$ cat config.mk
export PLATFORM = sky130hd
export DESIGN_NAME = rtpsr_regs
export DESIGN_NICKNAME = d
export VERILOG_FILES = /design/src/rtpsr_pkg.sv /design/src/rtpsr_regs.sv /design/src/rtpsr_sync.sv /design/src/rtpsr_rdclr_flag.sv
export SDC_FILE = /design/constraint.sdc
export NUM_CORES = 1
export LEC_CHECK = 0
export ABC_AREA = 0
export BUFFER_PORTS_ARGS = -buffer_cell sky130_fd_sc_hd__buf_4
export CAP_MARGIN = 20
export CORE_MARGIN = 3
export CORE_UTILIZATION = 50
export CTS_CLUSTER_SIZE = 16
export DETAILED_ROUTE_END_ITERATION = 6
export GPL_TIMING_DRIVEN = 0
export PLACE_DENSITY = 0.78
export SLEW_MARGIN = 40
export SYNTH_ARGS = -nofsm -noshare
export SYNTH_HDL_FRONTEND = slang
export SYNTH_SLANG_ARGS = --single-unit
$ cat constraint.sdc
create_clock -name clk_sys -period 7.3 [get_ports clk_sys]
set_clock_uncertainty 0.15 [all_clocks]
set_input_delay 1.095 -clock clk_sys [delete_from_list [all_inputs] [get_ports clk_sys]]
set_output_delay 1.095 -clock clk_sys [all_outputs]
set_load 0.01 [all_outputs]
$ cat src/rtpsr_pkg.sv
// Constants, field layouts and carrier types for the remote terminal pointer and status register bank.
// Assumes a single 25 MHz system clock and a host that reaches the bank over a plain strobed port.
//
// Overview of operation
// - Base config bits 15..6 give the ten upper pointer block address lines.
// - Base config bit 5 is stored but steers nothing.
// - Base config bit 4 high means one shared receive buffer, low separate buffers.
// - Buffer size field X gives 2^X words; software keeps X within 3 to 15.
// - Status bit 15 is high while a message is in progress.
// - Status bit 14 sets on a valid message and clears on status read.
// - Status bit 13 sets on message fault; read clears unless cause persists.
// - Status bit 12 low flags address parity error, only with checking enabled.
// - Status bit 11 is high while self-test runs.
// - Status bit 10 is high when broadcast commands are accepted.
// - Status bit 9 resets high; inhibit terminal flag mode code clears it.
// - Status bits 8 and 7 show channel A and channel B enabled.
// - Status bit 6 is high in A-standard, low in B-standard.
// - Status bit 5 reads low when last captured command was a mode command.
// - Status bit 4 is high while the transmitter sends.
// - Status bit 3 sets on illegal command and clears on status read.
// - A-standard uses only the illegal pin; B-standard also internal detection.
// - Status bit 2 shows channel of last captured command, high for A.
// - Status bit 1 sets on valid command and clears on status read.
// - Status bit 0 sets on overrun; read clears unless the error persists.
// - Last command register captures valid commands except B-standard transmit last command.
// - Any write to the halt register stops memory activity and ends self-test.
// - Base config register resets to zero.
// - Low six pointer address bits come from T/R and subaddress bits.

package rtpsr_pkg;

	localparam int unsigned ADDR_W = 2;
	localparam int unsigned DATA_W = 16;

	localparam logic [1:0] OFF_BASE_CFG = 2'h0;
	localparam logic [1:0] OFF_OP_STATE = 2'h1;
	localparam logic [1:0] OFF_LAST_CMD = 2'h2;
	localparam logic [1:0] OFF_ST_HALT = 2'h3;

	localparam logic [15:0] BASE_CFG_RST = 16'h0000;
	localparam logic [15:0] LAST_CMD_RST = 16'h0410;
	localparam logic [15:0] DATA_ZERO = 16'h0000;

	localparam int unsigned BPC_HI_LSB = 6;
	localparam int unsigned BPC_SINGLE_BIT = 4;
	localparam int unsigned BPC_SIZE_LSB = 0;
	localparam int unsigned BPC_SIZE_W = 4;

	// Command word field positions (bit times 4..19 held in 15..0).
	localparam int unsigned CW_TR_BIT = 10;
	localparam int unsigned CW_SA_LSB = 5;
	localparam int unsigned CW_SA_W = 5;
	localparam int unsigned CW_MC_LSB = 0;
	localparam logic [4:0] SA_MODE_0 = 5'h00;
	localparam logic [4:0] SA_MODE_1 = 5'h1F;
	localparam logic [4:0] MC_INHIBIT_TFLAG = 5'h06;
	localparam logic [4:0] MC_TX_LAST_CMD = 5'h12;

	typedef struct packed {
		logic [ADDR_W-1:0] addr;
		logic [DATA_W-1:0] wdata;
		logic wr;
		logic rd;
	} rtpsr_bus_req_t;

	// One-cycle pulses and levels from the message engine.
	typedef struct packed {
		logic msg_start;
		logic msg_end;
		logic valid_msg;
		logic cmd_valid;
		logic [15:0] cmd_word;
		logic cmd_on_a;
		logic illegal_int;
		logic msg_fault_cause;
		logic overrun_cause;
		logic tx_running;
		logic ta_parity_err;
		logic selftest_start;
	} rtpsr_engine_t;

	typedef struct packed {
		logic [9:0] ptr_block_base_hi;
		logic single_buf_sel;
		logic [3:0] rx_buf_log2_size;
		logic [5:0] ptr_block_low;
	} rtpsr_cfg_t;

endpackage

$ cat src/rtpsr_regs.sv
// Pointer configuration, operational status, last command and self-test halt registers.
// Assumes the message engine on clk_sys supplies event pulses and the host uses the strobed port.
`timescale 1ns/1ps

module rtpsr_regs (
	input wire logic clk_sys,
	input wire logic sys_rst,
	input rtpsr_pkg::rtpsr_bus_req_t bus_req,
	output logic [rtpsr_pkg::DATA_W-1:0] rdata,
	input rtpsr_pkg::rtpsr_engine_t eng,
	input wire logic illegal_cmd_pin,
	input wire logic std_variant_pin,
	input wire logic broadcast_pin,
	input wire logic ta_parity_check_on,
	input wire logic bus_a_on,
	input wire logic bus_b_on,
	output rtpsr_pkg::rtpsr_cfg_t cfg,
	output logic mem_halt,
	output logic selftest_on_clr
);
	import rtpsr_pkg::*;

	// Pin-sourced levels pass through the three-stage synchroniser.
	logic ill_pin_s;
	logic std_a_s;
	logic bdc_s;

	rtpsr_sync u_sync_ill (
		.clk_sys(clk_sys),
		.sys_rst(sys_rst),
		.pin_in(illegal_cmd_pin),
		.pin_out(ill_pin_s)
	);

	rtpsr_sync u_sync_std (
		.clk_sys(clk_sys),
		.sys_rst(sys_rst),
		.pin_in(std_variant_pin),
		.pin_out(std_a_s)
	);

	rtpsr_sync u_sync_bdc (
		.clk_sys(clk_sys),
		.sys_rst(sys_rst),
		.pin_in(broadcast_pin),
		.pin_out(bdc_s)
	);

	// Decode.
	wire wr_base = bus_req.wr & (bus_req.addr == OFF_BASE_CFG);
	wire wr_halt = bus_req.wr & (bus_req.addr == OFF_ST_HALT);
	wire rd_ops = bus_req.rd & (bus_req.addr == OFF_OP_STATE);

	logic [15:0] base_cfg_q;
	logic [15:0] last_cmd_q;
	logic [15:0] rdata_q;
	logic rd_ops_q;
	logic msg_in_progress_q;
	logic selftest_running_q;
	logic term_flag_allowed_q;
	logic mode_cmd_seen_n_q;
	logic last_cmd_channel_q;
	logic halt_q;

	// Command word decode.
	wire [4:0] cw_sa = eng.cmd_word[CW_SA_LSB +: CW_SA_W];
	wire [4:0] cw_mc = eng.cmd_word[CW_MC_LSB +: CW_SA_W];
	wire cw_is_mode = (cw_sa == SA_MODE_0) | (cw_sa == SA_MODE_1);
	wire cw_tx_last = cw_is_mode & (cw_mc == MC_TX_LAST_CMD);
	wire std_b = ~std_a_s;
	wire cmd_take = eng.cmd_valid & ~(std_b & cw_tx_last);
	wire inhibit_tf = eng.cmd_valid & cw_is_mode & (cw_mc == MC_INHIBIT_TFLAG);

	// Illegal command source depends on the standard variant.
	wire illegal_evt = eng.cmd_valid & (ill_pin_s | (std_b & eng.illegal_int));

	// Read-clear flags, cleared the cycle after the read returned data.
	logic valid_msg_done;
	logic msg_fault_flag;
	logic illegal_cmd_flag;
	logic cmd_valid_flag;
	logic overrun_flag;

	rtpsr_rdclr_flag u_vmd (
		.clk_sys(clk_sys),
		.sys_rst(sys_rst),
		.set_evt(eng.valid_msg),
		.hold_cause(1'b0),
		.rd_done(rd_ops_q),
		.flag(valid_msg_done)
	);

	rtpsr_rdclr_flag u_mf (
		.clk_sys(clk_sys),
		.sys_rst(sys_rst),
		.set_evt(eng.msg_fault_cause),
		.hold_cause(eng.msg_fault_cause),
		.rd_done(rd_ops_q),
		.flag(msg_fault_flag)
	);

	rtpsr_rdclr_flag u_ill (
		.clk_sys(clk_sys),
		.sys_rst(sys_rst),
		.set_evt(illegal_evt),
		.hold_cause(1'b0),
		.rd_done(rd_ops_q),
		.flag(illegal_cmd_flag)
	);

	rtpsr_rdclr_flag u_vc (
		.clk_sys(clk_sys),
		.sys_rst(sys_rst),
		.set_evt(eng.cmd_valid),
		.hold_cause(1'b0),
		.rd_done(rd_ops_q),
		.flag(cmd_valid_flag)
	);

	rtpsr_rdclr_flag u_ov (
		.clk_sys(clk_sys),
		.sys_rst(sys_rst),
		.set_evt(eng.overrun_cause),
		.hold_cause(eng.overrun_cause),
		.rd_done(rd_ops_q),
		.flag(overrun_flag)
	);

	// Parity error is only reported while checking is on.
	wire ta_parity_bad_n = ~(ta_parity_check_on & eng.ta_parity_err);

	wire [15:0] op_state = {
		msg_in_progress_q,
		valid_msg_done,
		msg_fault_flag,
		ta_parity_bad_n,
		selftest_running_q,
		bdc_s,
		term_flag_allowed_q,
		bus_a_on,
		bus_b_on,
		std_a_s,
		mode_cmd_seen_n_q,
		eng.tx_running,
		illegal_cmd_flag,
		last_cmd_channel_q,
		cmd_valid_flag,
		overrun_flag
	};

	wire [15:0] rd_mux = (bus_req.addr == OFF_BASE_CFG) ? base_cfg_q :
		(bus_req.addr == OFF_OP_STATE) ? op_state :
		(bus_req.addr == OFF_LAST_CMD) ? last_cmd_q : DATA_ZERO;

	always_ff @(posedge clk_sys or posedge sys_rst) begin
		if (sys_rst) begin
			base_cfg_q <= BASE_CFG_RST;
			rdata_q <= DATA_ZERO;
			rd_ops_q <= 1'b0;
		end else begin
			if (wr_base)
				base_cfg_q <= bus_req.wdata;
			rdata_q <= bus_req.rd ? rd_mux : DATA_ZERO;
			rd_ops_q <= rd_ops;
		end
	end

	always_ff @(posedge clk_sys or posedge sys_rst) begin
		if (sys_rst) begin
			last_cmd_q <= LAST_CMD_RST;
			last_cmd_channel_q <= 1'b0;
			mode_cmd_seen_n_q <= 1'b1;
		end else if (cmd_take) begin
			last_cmd_q <= eng.cmd_word;
			last_cmd_channel_q <= eng.cmd_on_a;
			mode_cmd_seen_n_q <= ~cw_is_mode;
		end
	end

	always_ff @(posedge clk_sys or posedge sys_rst) begin
		if (sys_rst) begin
			msg_in_progress_q <= 1'b0;
			selftest_running_q <= 1'b0;
			term_flag_allowed_q <= 1'b1;
			halt_q <= 1'b0;
		end else begin
			if (eng.msg_start)
				msg_in_progress_q <= 1'b1;
			else if (eng.msg_end)
				msg_in_progress_q <= 1'b0;
			if (wr_halt)
				selftest_running_q <= 1'b0;
			else if (eng.selftest_start)
				selftest_running_q <= 1'b1;
			if (inhibit_tf)
				term_flag_allowed_q <= 1'b0;
			halt_q <= wr_halt;
		end
	end

	// Pointer block word index: T/R then subaddress of the last captured command.
	wire [5:0] ptr_low = {last_cmd_q[CW_TR_BIT], last_cmd_q[CW_SA_LSB +: CW_SA_W]};

	// Bit 5 of the base config is kept for readback only.
	assign cfg.ptr_block_base_hi = base_cfg_q[15:BPC_HI_LSB];
	assign cfg.single_buf_sel = base_cfg_q[BPC_SINGLE_BIT];
	assign cfg.rx_buf_log2_size = base_cfg_q[BPC_SIZE_LSB +: BPC_SIZE_W];
	assign cfg.ptr_block_low = ptr_low;
	assign rdata = rdata_q;
	assign mem_halt = halt_q;
	assign selftest_on_clr = halt_q;

	AST_RD_LATENCY: assert property (@(posedge clk_sys) disable iff (sys_rst)
		bus_req.rd && bus_req.addr == OFF_LAST_CMD |=> rdata == $past(last_cmd_q))
		else $error("Last command read data wrong");
	AST_VMD_CLR: assert property (@(posedge clk_sys) disable iff (sys_rst)
		rd_ops ##1 !eng.valid_msg |=> !valid_msg_done)
		else $error("Valid message flag not cleared by read");
	AST_VMD_SET_WINS: assert property (@(posedge clk_sys) disable iff (sys_rst)
		eng.valid_msg |=> valid_msg_done)
		else $error("Valid message event lost");
	AST_MF_HOLD: assert property (@(posedge clk_sys) disable iff (sys_rst)
		msg_fault_flag && eng.msg_fault_cause |=> msg_fault_flag)
		else $error("Message fault cleared while cause persists");
	AST_OV_CLR: assert property (@(posedge clk_sys) disable iff (sys_rst)
		rd_ops ##1 (!eng.overrun_cause) |=> !overrun_flag)
		else $error("Overrun flag not cleared");
	AST_PARITY: assert property (@(posedge clk_sys) disable iff (sys_rst)
		!ta_parity_check_on |-> op_state[12])
		else $error("Parity error shown with checking off");
	AST_HALT: assert property (@(posedge clk_sys) disable iff (sys_rst)
		wr_halt |=> !selftest_running_q && mem_halt && selftest_on_clr)
		else $error("Halt write did not stop self-test");
	AST_CMD_KEEP: assert property (@(posedge clk_sys) disable iff (sys_rst)
		eng.cmd_valid && std_b && cw_tx_last |=> $stable(last_cmd_q))
		else $error("Transmit last command overwrote capture");
	AST_MSG_IN_PROGRESS: assert property (@(posedge clk_sys) disable iff (sys_rst)
		eng.msg_end && !eng.msg_start |=> !op_state[15])
		else $error("Message active not cleared");
	AST_TF: assert property (@(posedge clk_sys) disable iff (sys_rst)
		inhibit_tf |=> !term_flag_allowed_q ##1 !term_flag_allowed_q)
		else $error("Terminal flag enable not cleared");

	COV_OPS_READ: cover property (@(posedge clk_sys) disable iff (sys_rst) rd_ops && valid_msg_done);
	COV_SET_AND_READ: cover property (@(posedge clk_sys) disable iff (sys_rst) rd_ops_q && eng.valid_msg);
	COV_HALT: cover property (@(posedge clk_sys) disable iff (sys_rst) wr_halt && selftest_running_q);
	COV_BASE_WR: cover property (@(posedge clk_sys) disable iff (sys_rst) wr_base ##1 bus_req.rd);

endmodule

$ cat src/rtpsr_sync.sv
// Three-stage synchroniser for a level arriving from a pin.
// Assumes the pin is asynchronous to clk_sys; output changes once stages two and three agree.
`timescale 1ns/1ps

module rtpsr_sync (
	input wire logic clk_sys,
	input wire logic sys_rst,
	input wire logic pin_in,
	output logic pin_out
);

	logic [2:0] stage_q;
	logic out_q;
	wire agree = stage_q[1] == stage_q[2];

	always_ff @(posedge clk_sys or posedge sys_rst) begin
		if (sys_rst) begin
			stage_q <= 3'h0;
			out_q <= 1'b0;
		end else begin
			stage_q <= {stage_q[1:0], pin_in};
			if (agree)
				out_q <= stage_q[2];
		end
	end

	assign pin_out = out_q;

endmodule

$ cat src/rtpsr_rdclr_flag.sv
// Sticky flag that hardware sets and a status read clears.
// Assumes rd_done pulses in the same cycle as the read data is presented.
`timescale 1ns/1ps

module rtpsr_rdclr_flag (
	input wire logic clk_sys,
	input wire logic sys_rst,
	input wire logic set_evt,
	input wire logic hold_cause,
	input wire logic rd_done,
	output logic flag
);

	logic flag_q;
	logic flag_d;

	// Setting wins over clearing, and a cause still present keeps the flag.
	assign flag_d = set_evt | (flag_q & ~rd_done) | (hold_cause & flag_q);

	always_ff @(posedge clk_sys or posedge sys_rst) begin
		if (sys_rst)
			flag_q <= 1'b0;
		else
			flag_q <= flag_d;
	end

	assign flag = flag_q;

endmodule

==> run_summary.xml <==
<?xml version="1.0" encoding="UTF-8"?>
<metrics>
  <group name="clock_network">
    <metric name="cts_tree" unit="">done</metric>
    <metric name="clockRootBuffer" unit="">sky130_fd_sc_hd__clkbuf_8</metric>
    <metric name="worst_skew_pair.late_latency" unit="ps">330</metric>
    <metric name="cts_resized" unit="">0</metric>
    <metric name="cts_num_sinks" unit="">72</metric>
    <metric name="cts.clk_slew.worst_paths" unit="ps">70</metric>
    <metric name="cts-root-to-sink-buffers" unit="">2</metric>
    <metric name="post-cts-setup-buffer-count" unit="">0</metric>
    <metric name="number_of_clock_buffers_inserted_by_tritoncts" unit="">9</metric>
    <metric name="clock_tree.htree_level_count" unit="">3</metric>
    <metric name="cts.hold.buffers_added" unit="">0</metric>
  </group>
  <group name="floorplan">
    <metric name="dieWidth" unit="µm">84.2</metric>
    <metric name="floorplan.initialDensity" unit="%">53.5</metric>
    <metric name="floorplan.die.height" unit="µm">84.2</metric>
    <metric name="core.rowCount" unit="">27</metric>
    <metric name="i_o_pins" unit="">94</metric>
    <metric name="floorplan.die_area" unit="µm²">7080</metric>
    <metric name="core_area" unit="µm²">5710</metric>
  </group>
  <group name="power_and_ir_drop">
    <metric name="leakage" unit="nW">2.00</metric>
    <metric name="ir_drop" unit="mV">0.153</metric>
    <metric name="power_density" unit="nW/µm²">240</metric>
  </group>
  <group name="status">
    <metric name="run_status" unit="">complete, no violations</metric>
  </group>
  <group name="setup_path">
    <metric name="ff2ff_setup_slack" unit="ps">5170</metric>
    <metric name="worst-setup-path-type" unit="">primary input to register</metric>
    <metric name="timing.critical_path.slowest_cell_delay" unit="ps">710</metric>
    <metric name="critPathRequiredTime" unit="ps">7370</metric>
    <metric name="critPathSlowestCell" unit="">sky130_fd_sc_hd__nor3b_2</metric>
    <metric name="element_type_at_the_critical_path_start" unit="">primary input</metric>
    <metric name="worstPathArrival" unit="ps">2710</metric>
    <metric name="reg2reg_to" unit="">last_cmd_q[5]</metric>
    <metric name="worstPathMaxFanout" unit="">10</metric>
    <metric name="timing.rr.start" unit="">u_sync_std.pin_out</metric>
    <metric name="crit_chain" unit="">buf_2 &gt; nor3b_2 &gt; buf_4 &gt; mux2_2</metric>
    <metric name="crit_path_end_kind" unit="">register</metric>
    <metric name="worst-r2r-cell-count" unit="">5</metric>
  </group>
  <group name="min_path">
    <metric name="hold_path_startpoint" unit="">u_sync_bdc.stage_q[0]</metric>
    <metric name="hp-class" unit="">register to register</metric>
    <metric name="worst_hold_path.endpoint" unit="">u_sync_bdc.stage_q[1]</metric>
    <metric name="hold-path-cell-count" unit="">0</metric>
  </group>
  <group name="synthesis">
    <metric name="postSynthCellCount" unit="">241</metric>
    <metric name="synthesis.area" unit="µm²">3060</metric>
    <metric name="asyncSetResetFlopFracSynth" unit="%">100</metric>
    <metric name="synth_enable_flop_cells" unit="">0</metric>
    <metric name="synth_top_cell_by_area" unit="">sky130_fd_sc_hd__dfrtp_1</metric>
    <metric name="ys_warnings" unit="">0</metric>
    <metric name="avgSynthCellArea" unit="µm²">12.7</metric>
    <metric name="postSynthRegisterBits" unit="">72</metric>
    <metric name="post_synth_most_frequent_cells" unit="">sky130_fd_sc_hd__dfrtp_1, sky130_fd_sc_hd__nor2_1, sky130_fd_sc_hd__buf_4</metric>
    <metric name="seq_area_frac_synth" unit="%">59.1</metric>
    <metric name="ys_types" unit="">33</metric>
    <metric name="synth_flop_cell" unit="">sky130_fd_sc_hd__dfrtp_1</metric>
    <metric name="yosysTopAreaCellShare" unit="%">55.7</metric>
    <metric name="yosysMostFrequentCell" unit="">sky130_fd_sc_hd__dfrtp_1</metric>
    <metric name="mappedNetlistNets" unit="">296</metric>
    <metric name="post_synth_main_area_contributors" unit="">sky130_fd_sc_hd__dfrtp_1, sky130_fd_sc_hd__mux2_2, sky130_fd_sc_hd__buf_4</metric>
  </group>
  <group name="layout">
    <metric name="antennaDiodeCount" unit="">0</metric>
    <metric name="num-fill-cells" unit="">413</metric>
    <metric name="drive_gt1_share" unit="%">49.1</metric>
    <metric name="synthToLayoutAreaGrowth" unit="%">32.9</metric>
    <metric name="register_area" unit="µm²">1810</metric>
    <metric name="finish.utilization" unit="%">71.1</metric>
    <metric name="nets" unit="">400</metric>
    <metric name="multi_input_comb_area" unit="µm²">993</metric>
    <metric name="final_area" unit="µm²">4060</metric>
  </group>
  <group name="drt">
    <metric name="ant_nets" unit="">0</metric>
    <metric name="route.final.wire_length" unit="mm">7.01</metric>
    <metric name="first_pass_iters" unit="">4</metric>
    <metric name="routedWlPerCell" unit="µm">16.6</metric>
    <metric name="drcViolationCount" unit="">0</metric>
    <metric name="drt-vias-per-instance" unit="">5.17</metric>
    <metric name="routed_vias" unit="">2183</metric>
    <metric name="drt_iter0_drc" unit="">85</metric>
  </group>
  <group name="sta">
    <metric name="pins_over_their_slew_limit" unit="">0</metric>
    <metric name="final_min_period_over_clock_period" unit="%">36.2</metric>
    <metric name="finalSetupTns" unit="ps">0</metric>
    <metric name="timing.final.crit_period" unit="ps">2640</metric>
    <metric name="final_report_setup_violation_count" unit="">0</metric>
    <metric name="worst-slew-pin-transition" unit="ps">810</metric>
    <metric name="layout_setup_ws" unit="ps">4660</metric>
    <metric name="fmax" unit="MHz">379</metric>
    <metric name="hold_viol_final" unit="">0</metric>
    <metric name="rsz0062_at_grt" unit="">false</metric>
    <metric name="worst_relative_slew_slack" unit="%">45.8</metric>
    <metric name="worst_hold_slack" unit="ps">208</metric>
  </group>
  <group name="placement">
    <metric name="hpwlAfterDp" unit="mm">5.11</metric>
    <metric name="portBuffers" unit="">92</metric>
    <metric name="gpl.final_weighted_congestion" unit="">0.776</metric>
    <metric name="pre_cts_slack" unit="ps">4330</metric>
    <metric name="placed_area" unit="µm²">3860</metric>
  </group>
  <group name="global_route">
    <metric name="globalRouteOverflowTotal" unit="">0</metric>
    <metric name="grt.total_usage" unit="%">20.8</metric>
    <metric name="antenna_violations_before_repair" unit="">0</metric>
    <metric name="grt_pass1_wl" unit="mm">11.2</metric>
    <metric name="grt_max_degree" unit="">38</metric>
    <metric name="grt_pass1_vias" unit="">2285</metric>
  </group>
  <group name="job">
    <metric name="cap_violations" unit="">0</metric>
  </group>
</metrics>
[cells by family (layout without fill, tap and decap cells)]
group           Yosys count  in the layout  share of synthesized area, %
flops                    72             72                          59.1
fa+ha+maj                 3              3                         0.983
compound gates           33             33                          7.45
simple gates             47             47                          6.84
mux                      46             46                          17.2
buf+inv                  40            149                          8.35
[worst max-delay path by stage]
stage / startpoint / endpoint / slack [ps] / cells after the start
floorplan: sys_rst / base_cfg_q[0] / 4240 / 1
global placement: sys_rst / last_cmd_q[13] / 3410 / 2
detailed placement: bus_req[19] / base_cfg_q[12] / 4330 / 4
CTS: bus_req[19] / base_cfg_q[12] / 4680 / 4
global route: bus_req[19] / base_cfg_q[12] / 4600 / 4
finish: bus_req[19] / base_cfg_q[12] / 4660 / 4
[critical path, delay by kind of cell]
| family | cells | cell delay (ps) |
|---|---|---|
| mux | 1 | 350 |
| simple gates | 1 | 710 |
| buf+inv | 2 | 530 |
[cell type report]
cell class / count / area share (%)
Sequential cell: 72 / 44.5
Clock inverter: 3 / 0.986
Timing Repair Buffer: 93 / 17.5
Tap cell: 72 / 2.22
Clock buffer: 13 / 3.91
Inverter: 8 / 0.863
Multi-Input combinational cell: 129 / 24.5
Buffer: 32 / 5.55
[cell usage in the layout (no fill, tap or decap), types with 2 or more instances in the layout]
cell type                  netlist  routed
sky130_fd_sc_hd__a21o_1          5       5
sky130_fd_sc_hd__a21oi_1         6       6
sky130_fd_sc_hd__a22o_1          3       3
sky130_fd_sc_hd__a31oi_1        11      11
sky130_fd_sc_hd__buf_12          1       2
sky130_fd_sc_hd__buf_2           2       2
sky130_fd_sc_hd__buf_4          23     115
sky130_fd_sc_hd__clkbuf_1        5       7
sky130_fd_sc_hd__clkbuf_8        0      11
sky130_fd_sc_hd__clkinv_2        0       2
sky130_fd_sc_hd__dfrtp_1        68      68
sky130_fd_sc_hd__dfstp_2         4       4
sky130_fd_sc_hd__inv_1           8       7
sky130_fd_sc_hd__maj3_1          3       3
sky130_fd_sc_hd__mux2_2         22      22
sky130_fd_sc_hd__mux2_4          7       7
sky130_fd_sc_hd__mux2i_1        16      16
sky130_fd_sc_hd__nand2_1         4       4
sky130_fd_sc_hd__nor2_1         34      34
sky130_fd_sc_hd__nor2b_1         2       2
sky130_fd_sc_hd__o21ai_0         3       3
[metal layers]
metal / share of wire [%] / track usage, % / wire length, µm / vias to the layer above
met5: 0 / 0 / 0 / -
met4: 1.6 / 7.46 / 110 / 0
met3: 6.8 / 5.99 / 474 / 10
met2: 51 / 35.1 / 3570 / 70
met1: 41 / 25.6 / 2860 / 1086
li1: - / - / - / 1017
[power by group]
group	internal [mW]	leakage, nW	switching (mW)
sequential	0.441	0.855	0.0258
combinational	0.117	1.05	0.0788
clock	0.176	0.103	0.137
total	0.734	2.00	0.242
[flip-flops by register name, summed over array words and instances (netlist names), 3 cells and up]
signal              count
base_cfg_q             16
u_sync_std.stage_q      3
rdata                  16
u_sync_bdc.stage_q      3
last_cmd_q             16
u_sync_ill.stage_q      3
[stage by stage]
| step | std cells | power [mW] |
|---|---|---|
| floorplan | 241 | 0.581 |
| global placement | 405 | 0.664 |
| detailed placement | 406 | 0.672 |
| CTS | 422 | 0.982 |
| global route | 422 | 1.02 |
| finish | 422 | 0.976 |
Power figures use the tool's default switching activity.
